<file path="src/dswp_consts.svh">
/*
 constants for the serial write port: frame length, word field positions,
 power mode encodings and reset values.
 assumes nothing beyond being included by bare name.
*/
`ifndef DSWP_CONSTS_SVH
`define DSWP_CONSTS_SVH

`define DSWP_WORD_BITS      16
`define DSWP_CNT_LAST       5'h10
`define DSWP_MODE_HI_POS    15
`define DSWP_MODE_LO_POS    14
`define DSWP_CODE_MSB_POS   13
`define DSWP_CODE_LSB_POS   2
`define DSWP_CODE_RST       12'h000
`define DSWP_MODE_RST       2'h0
`define DSWP_MODE_NORMAL    2'h0
`define DSWP_MODE_PD_1K     2'h1
`define DSWP_MODE_PD_100K   2'h2
`define DSWP_MODE_HIZ       2'h3

`endif

</file>
<file path="src/dswp_pkg.sv">
/*
 types shared by the serial write port.
 assumes dswp_consts.svh is on the include path.
*/
`include "dswp_consts.svh"

package dswp_pkg;

   // output stage selected by the two power mode bits
   typedef enum logic [1:0]
   {
      DSWP_NORMAL,
      DSWP_PD_1K,
      DSWP_PD_100K,
      DSWP_HIZ
   } dswp_mode_type;

   // whole state of the port
   typedef struct packed
   {
      logic [2:0]  sclk_sync;  // sclk synchroniser plus edge history
      logic [2:0]  sel_sync;   // frame select synchroniser plus history
      logic [1:0]  din_sync;   // data synchroniser
      logic [15:0] shift;      // input shift register
      logic [4:0]  cnt;        // falling edges seen in this frame
      logic        done;       // word executed, later edges ignored
      logic [11:0] code;       // converter register
      logic [1:0]  mode;       // power mode
      logic        upd;        // one-cycle update pulse
   } dswp_state_type;

endpackage : dswp_pkg

</file>
<file path="src/dswp_port.sv">
/*
 serial write port of a single-channel converter, sampled on mclk_i.
 assumes mclk_i is much faster than the serial clock (at least 4x) and
 that the host keeps data steady around each falling serial clock edge.
 the converter's analog stage reads code_o and power_mode_o directly.
*/
`timescale 1ns/1ps
`default_nettype none

// offsets, field positions and reset values live in the shared header
`include "dswp_consts.svh"

// Notes on behaviour
// - shift only while frame select held low
// - sample data on each serial clock fall
// - execute word on sixteenth falling edge
// - early select rise aborts, clears shift register
// - mode bits 15..14, code follows msb first
// - decode mode bits into four output modes
// - reset gives zero code, normal mode
module dswp_port
(
   // clock and reset
   input  wire logic        mclk_i,
   input  wire logic        rst_i,
   // serial pins
   input  wire logic        sclk_i,
   input  wire logic        sync_n_i,
   input  wire logic        din_i,
   // converter side
   output logic [11:0]      code_o,
   output logic [1:0]       power_mode_o,
   output logic             update_o
);

   dswp_pkg::dswp_state_type s_q;  // registered state
   dswp_pkg::dswp_state_type s_d;  // next state

   logic                     sclk_fall;  // falling serial clock seen after sync
   logic                     sel_fall;   // start of a frame
   logic                     sel_low;    // frame select active
   logic                     shift_ok;   // this cycle takes one data bit
   dswp_pkg::dswp_mode_type  mode_dec;   // output stage named by the mode bits

   // edges judged on stages 1 and 2 only, never on stage 0;
   // stage 0 may still be metastable, so only stage 1 reads it
   assign sclk_fall = s_q.sclk_sync[2] & ~s_q.sclk_sync[1];
   assign sel_fall  = s_q.sel_sync[2] & ~s_q.sel_sync[1];
   assign sel_low   = ~s_q.sel_sync[1];

   // a frame start re-arms the port at once, so a serial clock fall in
   // the very cycle of the select fall is not lost to a stale done flag
   assign shift_ok  = sel_low & (sel_fall | ~s_q.done) & sclk_fall;

   // decode of the two mode bits as they stand just before the last shift;
   // word bits 15 and 14 sit one place lower in the register at that point
   always_comb
   begin
      mode_dec = dswp_pkg::DSWP_NORMAL;
      case ({s_q.shift[`DSWP_MODE_HI_POS-1], s_q.shift[`DSWP_MODE_LO_POS-1]})
         `DSWP_MODE_NORMAL  : mode_dec = dswp_pkg::DSWP_NORMAL;   // output buffer on
         `DSWP_MODE_PD_1K   : mode_dec = dswp_pkg::DSWP_PD_1K;    // 1k to ground
         `DSWP_MODE_PD_100K : mode_dec = dswp_pkg::DSWP_PD_100K;  // 100k to ground
         `DSWP_MODE_HIZ     : mode_dec = dswp_pkg::DSWP_HIZ;      // output floats
         default            : mode_dec = dswp_pkg::DSWP_NORMAL;   // unreachable, safe fallback
      endcase
   end

   // next-state logic
   always_comb
   begin
      s_d           = s_q;
      s_d.upd       = 1'b0;  // strobe lasts one cycle only
      // every pin walks through two flops before any logic reads it
      s_d.sclk_sync = {s_q.sclk_sync[1:0], sclk_i};
      s_d.sel_sync  = {s_q.sel_sync[1:0], sync_n_i};
      s_d.din_sync  = {s_q.din_sync[0], din_i};
      // frame bookkeeping follows the synchronised select level
      if (sel_fall)
      begin
         // new frame; host keeps select high between frames
         s_d.cnt   = 5'h00;
         s_d.done  = 1'b0;
         s_d.shift = 16'h0000;
      end
      else if (!sel_low)
      begin
         // high select: any unfinished frame is dropped
         s_d.cnt   = 5'h00;
         s_d.shift = 16'h0000;
      end
      // one bit per synchronised serial clock fall inside an armed frame
      if (shift_ok)
      begin
         // aligned with the synchronised data, so same delay
         s_d.shift = {s_q.shift[14:0], s_q.din_sync[1]};
         s_d.cnt   = s_q.cnt + 5'h01;
         // sixteenth bit: execute now; the last bit is a don't care, so
         // the fields are taken from the register before it shifts
         if (s_q.cnt + 5'h01 == `DSWP_CNT_LAST)
         begin
            s_d.done = 1'b1;  // later edges ignored until select falls again
            s_d.upd  = 1'b1;  // one-cycle strobe to the converter
            // mode bits first, then code msb first
            s_d.mode = mode_dec;
            s_d.code = s_q.shift[`DSWP_CODE_MSB_POS-1:`DSWP_CODE_LSB_POS-1];
         end
      end
   end

   // state register; reset zeroes code and picks normal mode.
   // the asynchronous reset only loads constants, never a pin value
   always_ff @(posedge mclk_i or posedge rst_i)
   begin
      if (rst_i)
      begin
         s_q           <= '0;
         // synchronisers start at the idle pin levels, so no false
         // edge is seen in the first cycles after release
         s_q.sclk_sync <= 3'h7;  // idle serial clock is high
         s_q.sel_sync  <= 3'h7;  // idle select is high
         s_q.code      <= `DSWP_CODE_RST;
         s_q.mode      <= `DSWP_MODE_RST;
      end
      else
      begin
         s_q <= s_d;
      end
   end

   // outputs taken straight from the state flops, no logic after them
   assign code_o       = s_q.code;
   assign power_mode_o = s_q.mode;
   assign update_o     = s_q.upd;
endmodule : dswp_port

`default_nettype wire
</file>
<file path="config.mk">
export PLATFORM = sky130hd
export DESIGN_NAME = dswp_port
export DESIGN_NICKNAME = d
export VERILOG_FILES = /design/src/dswp_pkg.sv /design/src/dswp_port.sv
export VERILOG_INCLUDE_DIRS = /design/src
export SDC_FILE = /design/constraint.sdc
export NUM_CORES = 1
export LEC_CHECK = 0
export ABC_AREA = 0
export BUFFER_PORTS_ARGS = -buffer_cell sky130_fd_sc_hd__buf_2
export CAP_MARGIN = 0
export CORE_ASPECT_RATIO = 0.7
export CORE_MARGIN = 2
export CORE_UTILIZATION = 56
export DETAILED_ROUTE_END_ITERATION = 12
export GPL_TIMING_DRIVEN = 0
export PLACE_DENSITY = 0.77
export SYNTH_ARGS = -nofsm -noshare
export SYNTH_HDL_FRONTEND = slang
export SYNTH_SLANG_ARGS = --single-unit
</file>
<file path="constraint.sdc">
create_clock -name mclk_i -period 2.39 [get_ports mclk_i]
set_input_delay 0.3585 -clock mclk_i [delete_from_list [all_inputs] [get_ports mclk_i]]
set_output_delay 0.3585 -clock mclk_i [all_outputs]
set_load 0.02 [all_outputs]
</file>
==> results.yml, run 1 <==
yosys:
  synth_cells: 120
  synth-seq-cells: 44
  syn_area_sq_um: 1764
  synth_xor_area_frac: 0.004965
  synth_warnings: 0
  synth-simple-area-share: 0.05035
  synth.distinct_cells: 27
  synthMuxAreaShare: 0.1128
  avgSynthCellArea_sq_um: 14.70
  synthAdderAreaFrac: 0.007092
  synth_top_family_by_area: "multiplexers"
  synthesis.nets: 126
  seq_area_frac_synth: 0.6284
  synth_compound_area_frac: 0.1092
critical_path:
  required_ns: 2.57
  arrival_ns: 2.02
  cpMaxStageDelayCell: "dfstp_2"
  cp_cell_sequence: "nor2b_1 > nor3_4 > o2111a_1 > buf_6 > buf_8 > mux2_4"
  end_kind: "flop"
  startpoint_type: "flop"
  max_stage_delay_ns: 0.55
  critPathMaxFanout: 10
  path_class: "flop to flop"
timing:
  drv_slew: 0
  max_freq_ghz: 0.5431
  slew_headroom: 0.4054
  max_slew.worst_pin.slew_ns: 0.8906
  fin_tns_setup_ns: 0
  min_period_over_period: 0.7704
  hold_viol_final: 0
  skew_ns: 0.01274
  rsz0062_at_grt: "false"
  setup_violations: 0
  post-route-min-period_ns: 1.841
power_and_ir_drop:
  p_per_area_nw_per_um2: 672.2
  ir_worst_vdd_v: 0.0004176
  p_leak_nw: 1.054
clocking:
  clk_path_buf_depth: 2
  ctsHtreeMaxLevel: 2
  cts_hold_buf: 0
  clkLatencyLatePin_ns: 0.30
  cts_root_buffer: "clkbuf_8"
  cts_buffers: 5
  cts_setup_buffers: 0
  cts_tree: "yes"
  clock-sinks: 44
  cts_resized: 0
  clk_pin_slew_ns: 0.07
route:
  dr.pass1.iters: 4
  drtAntennaViolNets: 0
  wl_per_cell_um: 15.48
  drc: 0
  drtIter0Drc: 70
  vias_per_cell: 5.443
  drt-total-wl_um: 2863
  via_count: 1007
cells_and_area:
  fill_cells: 243
  drive_gt1_frac: 0.4082
  diodes: 0
  final_cells: 185
  area_delta_synth_final_pct: 14.11
  num-nets-final: 152
  layout_commonest_cell: "dfrtp_1"
  final_cell_mix: "dfrtp_1, buf_2, a22o_1"
floorplanning:
  die_w_um: 71.09
  die_h_um: 50.96
  ios: 20
  initial_core_util: 0.5720
  die-area_sq_um: 3622
  num_rows: 17
  core_sq_um: 3084
placement:
  portBuffers: 19
  gp_congestion: 0.8191
  hpwl_um: 1871
  placed_cells: 177
global_route:
  grt_max_degree: 45
  overflow: 0
  grt_pass1_vias: 1015
  antenna_found_initial: 0
  track_usage: 0.1860
  grt_pass1_wl_um: 4878
job:
  drv_cap: 0
min_path:
  hold_path_class: "input pin to flop"
run_status:
  status: "finished clean"
==> worst max-delay path, delay by kind of cell (launching register included) <==
| family | cells | cell delay (ns) |
|---|---|---|
| mux | 1 | 0.31 |
| flops | 1 | 0.55 |
| buf+inv | 2 | 0.30 |
| simple gates | 2 | 0.33 |
| compound gates | 1 | 0.24 |
==> flip-flops by register name, indices dropped and copies added (netlist names) <==
name / flops
s_q: 24
s_d: 5
update_o: 1
power_mode_o: 2
code_o: 12
==> power breakdown <==
group	switching [mW]	internal [mW]
clock	0.242	0.313
combinational	0.0273	0.00873
sequential	0.00586	0.757
==> metrics by stage <==
| step | power, mW | instance area (sq um) | worst slack [ns] | utilization | hold WS (ns) |
|---|---|---|---|---|---|
| floorplan | 0.8012 | 1764 | 0.7200 | - | 0.3312 |
| global placement | 0.8118 | 1907 | 0.5203 | 0.6183 | 0.3330 |
| detailed placement | 0.8140 | 1907 | 0.5580 | 0.6183 | 0.3479 |
| CTS | 1.365 | 2013 | 0.5412 | 0.6527 | 0.1514 |
| global route | 1.413 | 2013 | 0.4708 | 0.6527 | 0.1423 |
| finish | 1.353 | 2013 | 0.5487 | 0.6527 | 0.1616 |
==> worst paths after layout <==
path	startpoint	to	slack, ns	cells after the start
worst max-delay path	s_q[41]$_DFF_PP1_	code_o[1]$_DFFE_PP0P_	0.55	6
max in group asynchronous	rst_i	s_q[38]$_DFF_PP0_	1.59	2
worst min-delay path	sync_n_i	s_d[40]$_DFF_PP1_	0.16	1
worst min register to register	s_d[43]$_DFF_PP1_	s_d[44]$_DFF_PP1_	0.36	0
worst max register to register	s_q[41]$_DFF_PP1_	code_o[1]$_DFFE_PP0P_	0.55	6
min in group asynchronous	rst_i	s_q[17]$_DFFE_PP0P_	0.24	2
==> kinds of logic (layout without fill, tap and decap cells) <==
kind of cell             after synthesis  count (layout)
AND/OR/NAND/NOR                       14              14
XOR/XNOR                               1               1
adder cells (fa/ha/maj)                1               1
AO/OA/AOI/OAI                         23              23
flip-flops                            44              44
multiplexers                          15              15
buffers and inverters                 22              49
==> synthesized netlist by cell type <==
master,count,area share
o21a_1,1,0.0043
nor3_4,1,0.0092
clkbuf_1,4,0.0085
nor2b_1,1,0.0035
mux2_4,8,0.068
buf_8,1,0.0085
buf_6,1,0.0064
nor2_1,2,0.0043
a21oi_1,1,0.0028
mux2_1,4,0.026
a22o_1,17,0.084
nand3_1,3,0.0085
a21o_1,1,0.0043
and4_1,1,0.0050
xnor2_1,1,0.0050
nand2b_1,2,0.0071
buf_4,14,0.060
inv_1,2,0.0043
o21ai_0,1,0.0028
dfstp_2,6,0.089
dfrtp_1,38,0.54
a211oi_1,1,0.0043
nand2_1,2,0.0043
ha_1,1,0.0071
mux2_2,3,0.019
nand3b_1,2,0.0085
o2111a_1,1,0.0064
==> metal layers <==
layer	wire, um	vias to the layer above	global-route usage	share of wire
met5	0	-	0	0
met2	1334	19	0.2555	0.47
met3	102	4	0.07890	0.036
met1	1394	524	0.2570	0.49
met4	33	0	0.08491	0.012
li1	-	460	-	-
==> cell type report <==
class / count / area (sq um) / area share
multi-input cells: 54 / 501.7 / 0.2492
inverters: 2 / 7.507 / 0.003729
clock buffers: 7 / 76.32 / 0.03791
plain buffers: 20 / 146.4 / 0.07272
flip-flops and latches: 44 / 1109 / 0.5507
repair buffers: 19 / 95.09 / 0.04723
well taps: 38 / 47.55 / 0.02362
clock inverters: 1 / 30.03 / 0.01492
Power figures use the tool's default switching activity.
==> inputs of run 2 (changes only) <==
--- a/config.mk
+++ b/config.mk
@@ -11,10 +11,10 @@
 export CAP_MARGIN = 0
 export CORE_ASPECT_RATIO = 0.7
 export CORE_MARGIN = 2
-export CORE_UTILIZATION = 56
+export CORE_UTILIZATION = 51
 export DETAILED_ROUTE_END_ITERATION = 12
 export GPL_TIMING_DRIVEN = 0
-export PLACE_DENSITY = 0.77
+export PLACE_DENSITY = 0.74
 export SYNTH_ARGS = -nofsm -noshare
 export SYNTH_HDL_FRONTEND = slang
 export SYNTH_SLANG_ARGS = --single-unit
==> constraint.sdc (replaced) <==
create_clock -name mclk_i -period 1.6 [get_ports mclk_i]
set_input_delay 0.24 -clock mclk_i [delete_from_list [all_inputs] [get_ports mclk_i]]
set_output_delay 0.24 -clock mclk_i [all_outputs]
set_load 0.02 [all_outputs]
==> run 2 against run 1 <==
Compared with the run above: the run now ends with negative setup slack left; global-route usage is 2.0 points lower; final cell count rose by 10%; routed wire length rose by 3.6%; clock power is 18% higher; design area up 6.7%; fmax rose by 6.0%; utilization increased by 1.1 points; critical path type unchanged.
==> results.yml, run 2 (synthesis results as in run 1) <==
run_status:
  status: "finished, violations left"
  violations: "negative setup slack"
cells_and_area:
  drive_gt1_frac: 0.5159
  seq_area_sq_um: 1110
  num-nets-final: 163
  diodes: 0
  multi_input_area_sq_um: 526.8
  largest_reg_flops: 24
  fin_area_sq_um: 2147
  final_core_util: 0.6641
  top_register: "s_q"
  layout_commonest_cell: "dfrtp_1"
  final_cell_mix: "dfrtp_1, buf_4, buf_2"
  fill_cells: 251
  area_delta_synth_final_pct: 21.70
  final_cells: 204
timing:
  post-route-min-period_ns: 1.737
  rsz0062_at_grt: "true"
  skew_ns: 0.005891
  setup_violations: 15
  max_freq_ghz: 0.5758
  fin_ws_ns: -0.1366
  slew_headroom: 0.4320
  fin_tns_setup_ns: -1.634
  drv_slew: 0
  hold_viol_final: 0
  max_slew.worst_pin.slew_ns: 0.8507
  min_period_over_period: 1.085
route:
  drtIter0Drc: 68
  drt-total-wl_um: 2966
  dr.pass1.iters: 4
  drc: 0
  vias_per_cell: 5.039
  via_count: 1028
  wl_per_cell_um: 14.54
  drtAntennaViolNets: 0
critical_path:
  arrival_ns: 1.93
  cp_top_family: "flip-flops"
  cp_cell_sequence: "nor2b_2 > nor3_4 > o2111a_1 > buf_6 > clkbuf_16 > mux2_4"
  startpoint_type: "flop"
  cpMaxStageDelayCell: "dfstp_2"
  required_ns: 1.79
  end_kind: "flop"
  critPathMaxFanout: 6
  path_class: "flop to flop"
  critPathBufInv: 2
  max_stage_delay_ns: 0.54
global_route:
  grt_pass1_wl_um: 4581
  grt_pass1_vias: 1010
  antenna_found_initial: 0
  track_usage: 0.1660
  grt_max_degree: 45
  overflow: 0
floorplanning:
  die-area_sq_um: 3953
  ios: 20
  die_w_um: 74.30
  core_sq_um: 3233
  initial_core_util: 0.5457
  num_rows: 17
  die_h_um: 53.21
clocking:
  clk_path_buf_depth: 2
  clock-sinks: 44
  clk_pin_slew_ns: 0.08
  cts_hold_buf: 0
  cts_tree: "yes"
  cts_buffers: 5
  clkLatencyLatePin_ns: 0.30
  cts_root_buffer: "clkbuf_8"
  ctsHtreeMaxLevel: 2
placement:
  gp_congestion: 0.7440
  placed_cells: 186
  dpl-instance-area_sq_um: 1921
  hpwl_um: 1813
  place_ws_ns: -0.2269
  portBuffers: 19
power_and_ir_drop:
  ir_worst_vdd_v: 0.0005302
  p_per_area_nw_per_um2: 864.6
  p_leak_nw: 1.123
job:
  drv_cap: 0
min_path:
  hold_path_class: "input pin to flop"
==> run 2: changes by cell type in the layout (fill, tap and decap cells not counted), sizes merged <==
cell and delta:
buf +10, bufinv -1, clkbuf -1, clkinv +1, clkinvlp +1
==> run 2: worst paths after layout <==
kind                                   start                     to  depth (start not counted)  slack (ns)
max                        s_q[41]$_DFF_PP1_  code_o[2]$_DFFE_PP0P_                          6       -0.14
min                                   sclk_i      s_d[43]$_DFF_PP1_                          1        0.03
max reg2reg                s_q[41]$_DFF_PP1_  code_o[2]$_DFFE_PP0P_                          6       -0.14
min reg2reg                s_d[43]$_DFF_PP1_      s_d[44]$_DFF_PP1_                          0        0.36
max in group asynchronous              rst_i    s_q[17]$_DFFE_PP0P_                          2        0.91
min in group asynchronous              rst_i    s_q[31]$_DFFE_PP0P_                          2        0.11
==> run 2: stage by stage <==
stage	hold slack [ns]	power, mW
final	0.03481	1.856
after global routing	0.01770	1.947
after CTS	0.02450	1.873
after detailed placement	0.3449	1.216
after global placement	0.3321	1.213
after floorplan	0.2445	1.197
==> run 2: area by class of cell <==
| type | instances | area share |
|---|---|---|
| Multi-Input combinational cell | 54 | 0.2453 |
| Clock inverter | 2 | 0.005828 |
| Inverter | 2 | 0.003497 |
| Timing Repair Buffer | 30 | 0.09674 |
| Sequential cell | 44 | 0.5169 |
| Buffer | 20 | 0.07226 |
| Clock buffer | 5 | 0.03205 |
| Tap cell | 47 | 0.02739 |
==> run 2: layer usage <==
layer	part of all wire	global-route usage
met1	0.46	0.2182
met2	0.48	0.2426
met3	0.035	0.05143
met4	0.026	0.09821
met5	0	0
==> run 2: what timing repair did <==
item                                    4_1_cts  5_1_grt
pin swaps                                     1        2
buffers inserted                              4        6
gates resized for setup                       5        7
endpoints found under the setup margin       14       27
gates cloned                                  0        1
==> run 2: power by group <==
part,switching (mW),internal (mW),leakage (nW)
Combinational,0.0416,0.0202,0.496
Sequential,0.00948,1.13,0.587
Clock,0.359,0.295,0.0400
==> inputs of run 3 (changes only) <==
--- a/config.mk
+++ b/config.mk
@@ -12,6 +12,7 @@
 export CORE_ASPECT_RATIO = 0.7
 export CORE_MARGIN = 2
 export CORE_UTILIZATION = 51
+export CTS_BUF_LIST = sky130_fd_sc_hd__clkbuf_16
 export DETAILED_ROUTE_END_ITERATION = 12
 export GPL_TIMING_DRIVEN = 0
 export PLACE_DENSITY = 0.74
==> run 3 against run 2 <==
Compared with the run above: the flow still finishes with violations (negative setup slack); critical path depth is the same; routed wire length rose by 3.1%; register-to-register slack about the same; first-iteration DRC count fell by 15%; critical path type unchanged; highest routed layer unchanged.
==> results.yml, run 3 (synthesis results as in run 1) <==
clocking:
  clock-sinks: 44
  cts_buffers: 5
  ctsHtreeMaxLevel: 2
  clk_path_buf_depth: 2
  clk_pin_slew_ns: 0.06
  cts_tree: "yes"
  cts_root_buffer: "clkbuf_16"
  cts_hold_buf: 0
  clkLatencyLatePin_ns: 0.29
floorplanning:
  die-area_sq_um: 3953
  ios: 20
  die_h_um: 53.21
  initial_core_util: 0.5457
  die_w_um: 74.30
  num_rows: 17
  core_sq_um: 3233
timing:
  setup_violations: 15
  max_slew.worst_pin.slew_ns: 0.8505
  post-route-min-period_ns: 1.724
  min_period_over_period: 1.077
  fin_ws_ns: -0.1237
  drv_slew: 0
  slew_headroom: 0.4322
  skew_ns: 0.007149
  hold_slack_ns: 0.05081
  max_freq_ghz: 0.5802
  hold_viol_final: 0
  fin_tns_setup_ns: -1.487
  rsz0062_at_grt: "true"
cells_and_area:
  final_cell_mix: "dfrtp_1, buf_4, buf_2"
  num-nets-final: 163
  area_delta_synth_final_pct: 24.82
  fin_area_sq_um: 2202
  diodes: 0
  multi_input_area_sq_um: 526.8
  drive_gt1_frac: 0.5096
  final_core_util: 0.6811
  seq_area_sq_um: 1109
  layout_commonest_cell: "dfrtp_1"
  largest_reg_flops: 24
  final_cells: 204
  top_register: "s_q"
  fill_cells: 247
global_route:
  overflow: 0
  antenna_found_initial: 0
  track_usage: 0.1651
  grt_pass1_vias: 994
  grt_pass1_wl_um: 4547
  grt_max_degree: 45
critical_path:
  max_stage_delay_ns: 0.54
  arrival_ns: 1.89
  cp_cell_sequence: "nor2b_2 > nor3_4 > o2111a_1 > buf_6 > clkbuf_16 > mux2_4"
  required_ns: 1.77
  critPathMaxFanout: 6
  startpoint_type: "flop"
  end_kind: "flop"
  path_class: "flop to flop"
  cpMaxStageDelayCell: "dfstp_2"
power_and_ir_drop:
  p_per_area_nw_per_um2: 982.5
  ir_worst_vdd_v: 0.0006366
  p_leak_nw: 1.149
  swShare: 0.2054
  total_power_mw: 2.164
  power_frac_seq: 0.528
  clock_power_share: 0.443
  net-switching-power_mw: 0.4443
  comb_power_share: 0.029
  p_int_mw: 1.719
route:
  vias_per_cell: 5.225
  dr.pass1.iters: 5
  drtIter0Drc: 58
  drt-total-wl_um: 3057
  drc: 0
  wl_per_cell_um: 14.99
  via_count: 1066
  drtAntennaViolNets: 0
placement:
  hpwl_um: 1813
  dpl-instance-area_sq_um: 1921
  portBuffers: 19
  gp_congestion: 0.7440
  placed_cells: 186
  place_ws_ns: -0.2269
run_status:
  violations: "negative setup slack"
  status: "finished, violations left"
min_path:
  hold_path_class: "input pin to flop"
job:
  drv_cap: 0
## run 3: what timing repair did
| action | CTS | global route |
|---|---|---|
| buffers inserted | 4 | 6 |
| gates resized for setup | 4 | 8 |
| endpoints found under the setup margin | 14 | 35 |
| cloned | 0 | 1 |
| pin swaps | 1 | 1 |
## run 3: power groups by stage
stage	Sequential (mW)	Combinational, mW	Clock [mW]
final	1.14	0.0635	0.957
after global routing	1.14	0.0721	1.04
after CTS	1.14	0.0583	0.978
after floorplan	1.16	0.0384	0
after detailed placement	1.16	0.0547	0
after global placement	1.16	0.0526	0
## run 3: cell type report
cell class	count	share of cell area
clock inverters	2	0.005682
inverters	2	0.003409
flip-flops and latches	44	0.5034
clock buffers	5	0.05682
plain buffers	20	0.07045
well taps	47	0.02670
repair buffers	30	0.09432
multi-input cells	54	0.2392
## run 3: per-layer routing
layer | vias to the layer above | global-route usage | part of all wire
met4 | 0 | 0.09821 | 0.024
met1 | 541 | 0.2170 | 0.46
met3 | 7 | 0.05714 | 0.045
met2 | 35 | 0.2366 | 0.47
met5 | - | 0 | 0
li1 | 483 | - | -
## run 3: worst paths after layout
kind / from / to / slack, ns / cells past startpoint
min in group asynchronous: rst_i / s_q[31]$_DFFE_PP0P_ / 0.13 / 2
hold / removal: sclk_i / s_d[43]$_DFF_PP1_ / 0.05 / 1
hold reg to reg: s_d[43]$_DFF_PP1_ / s_d[44]$_DFF_PP1_ / 0.35 / 0
max in group asynchronous: rst_i / s_q[19]$_DFFE_PP0P_ / 0.93 / 2
setup reg to reg: s_q[41]$_DFF_PP1_ / code_o[3]$_DFFE_PP0P_ / -0.12 / 6
setup / recovery: s_q[41]$_DFF_PP1_ / code_o[3]$_DFFE_PP0P_ / -0.12 / 6
## run 3: critical path, delay by kind of cell (launching register included)
family / cells / cell delay, ns
AND/OR/NAND/NOR: 2 / 0.25
AO/OA/AOI/OAI: 1 / 0.23
flip-flops: 1 / 0.54
buffers and inverters: 2 / 0.30
multiplexers: 1 / 0.28
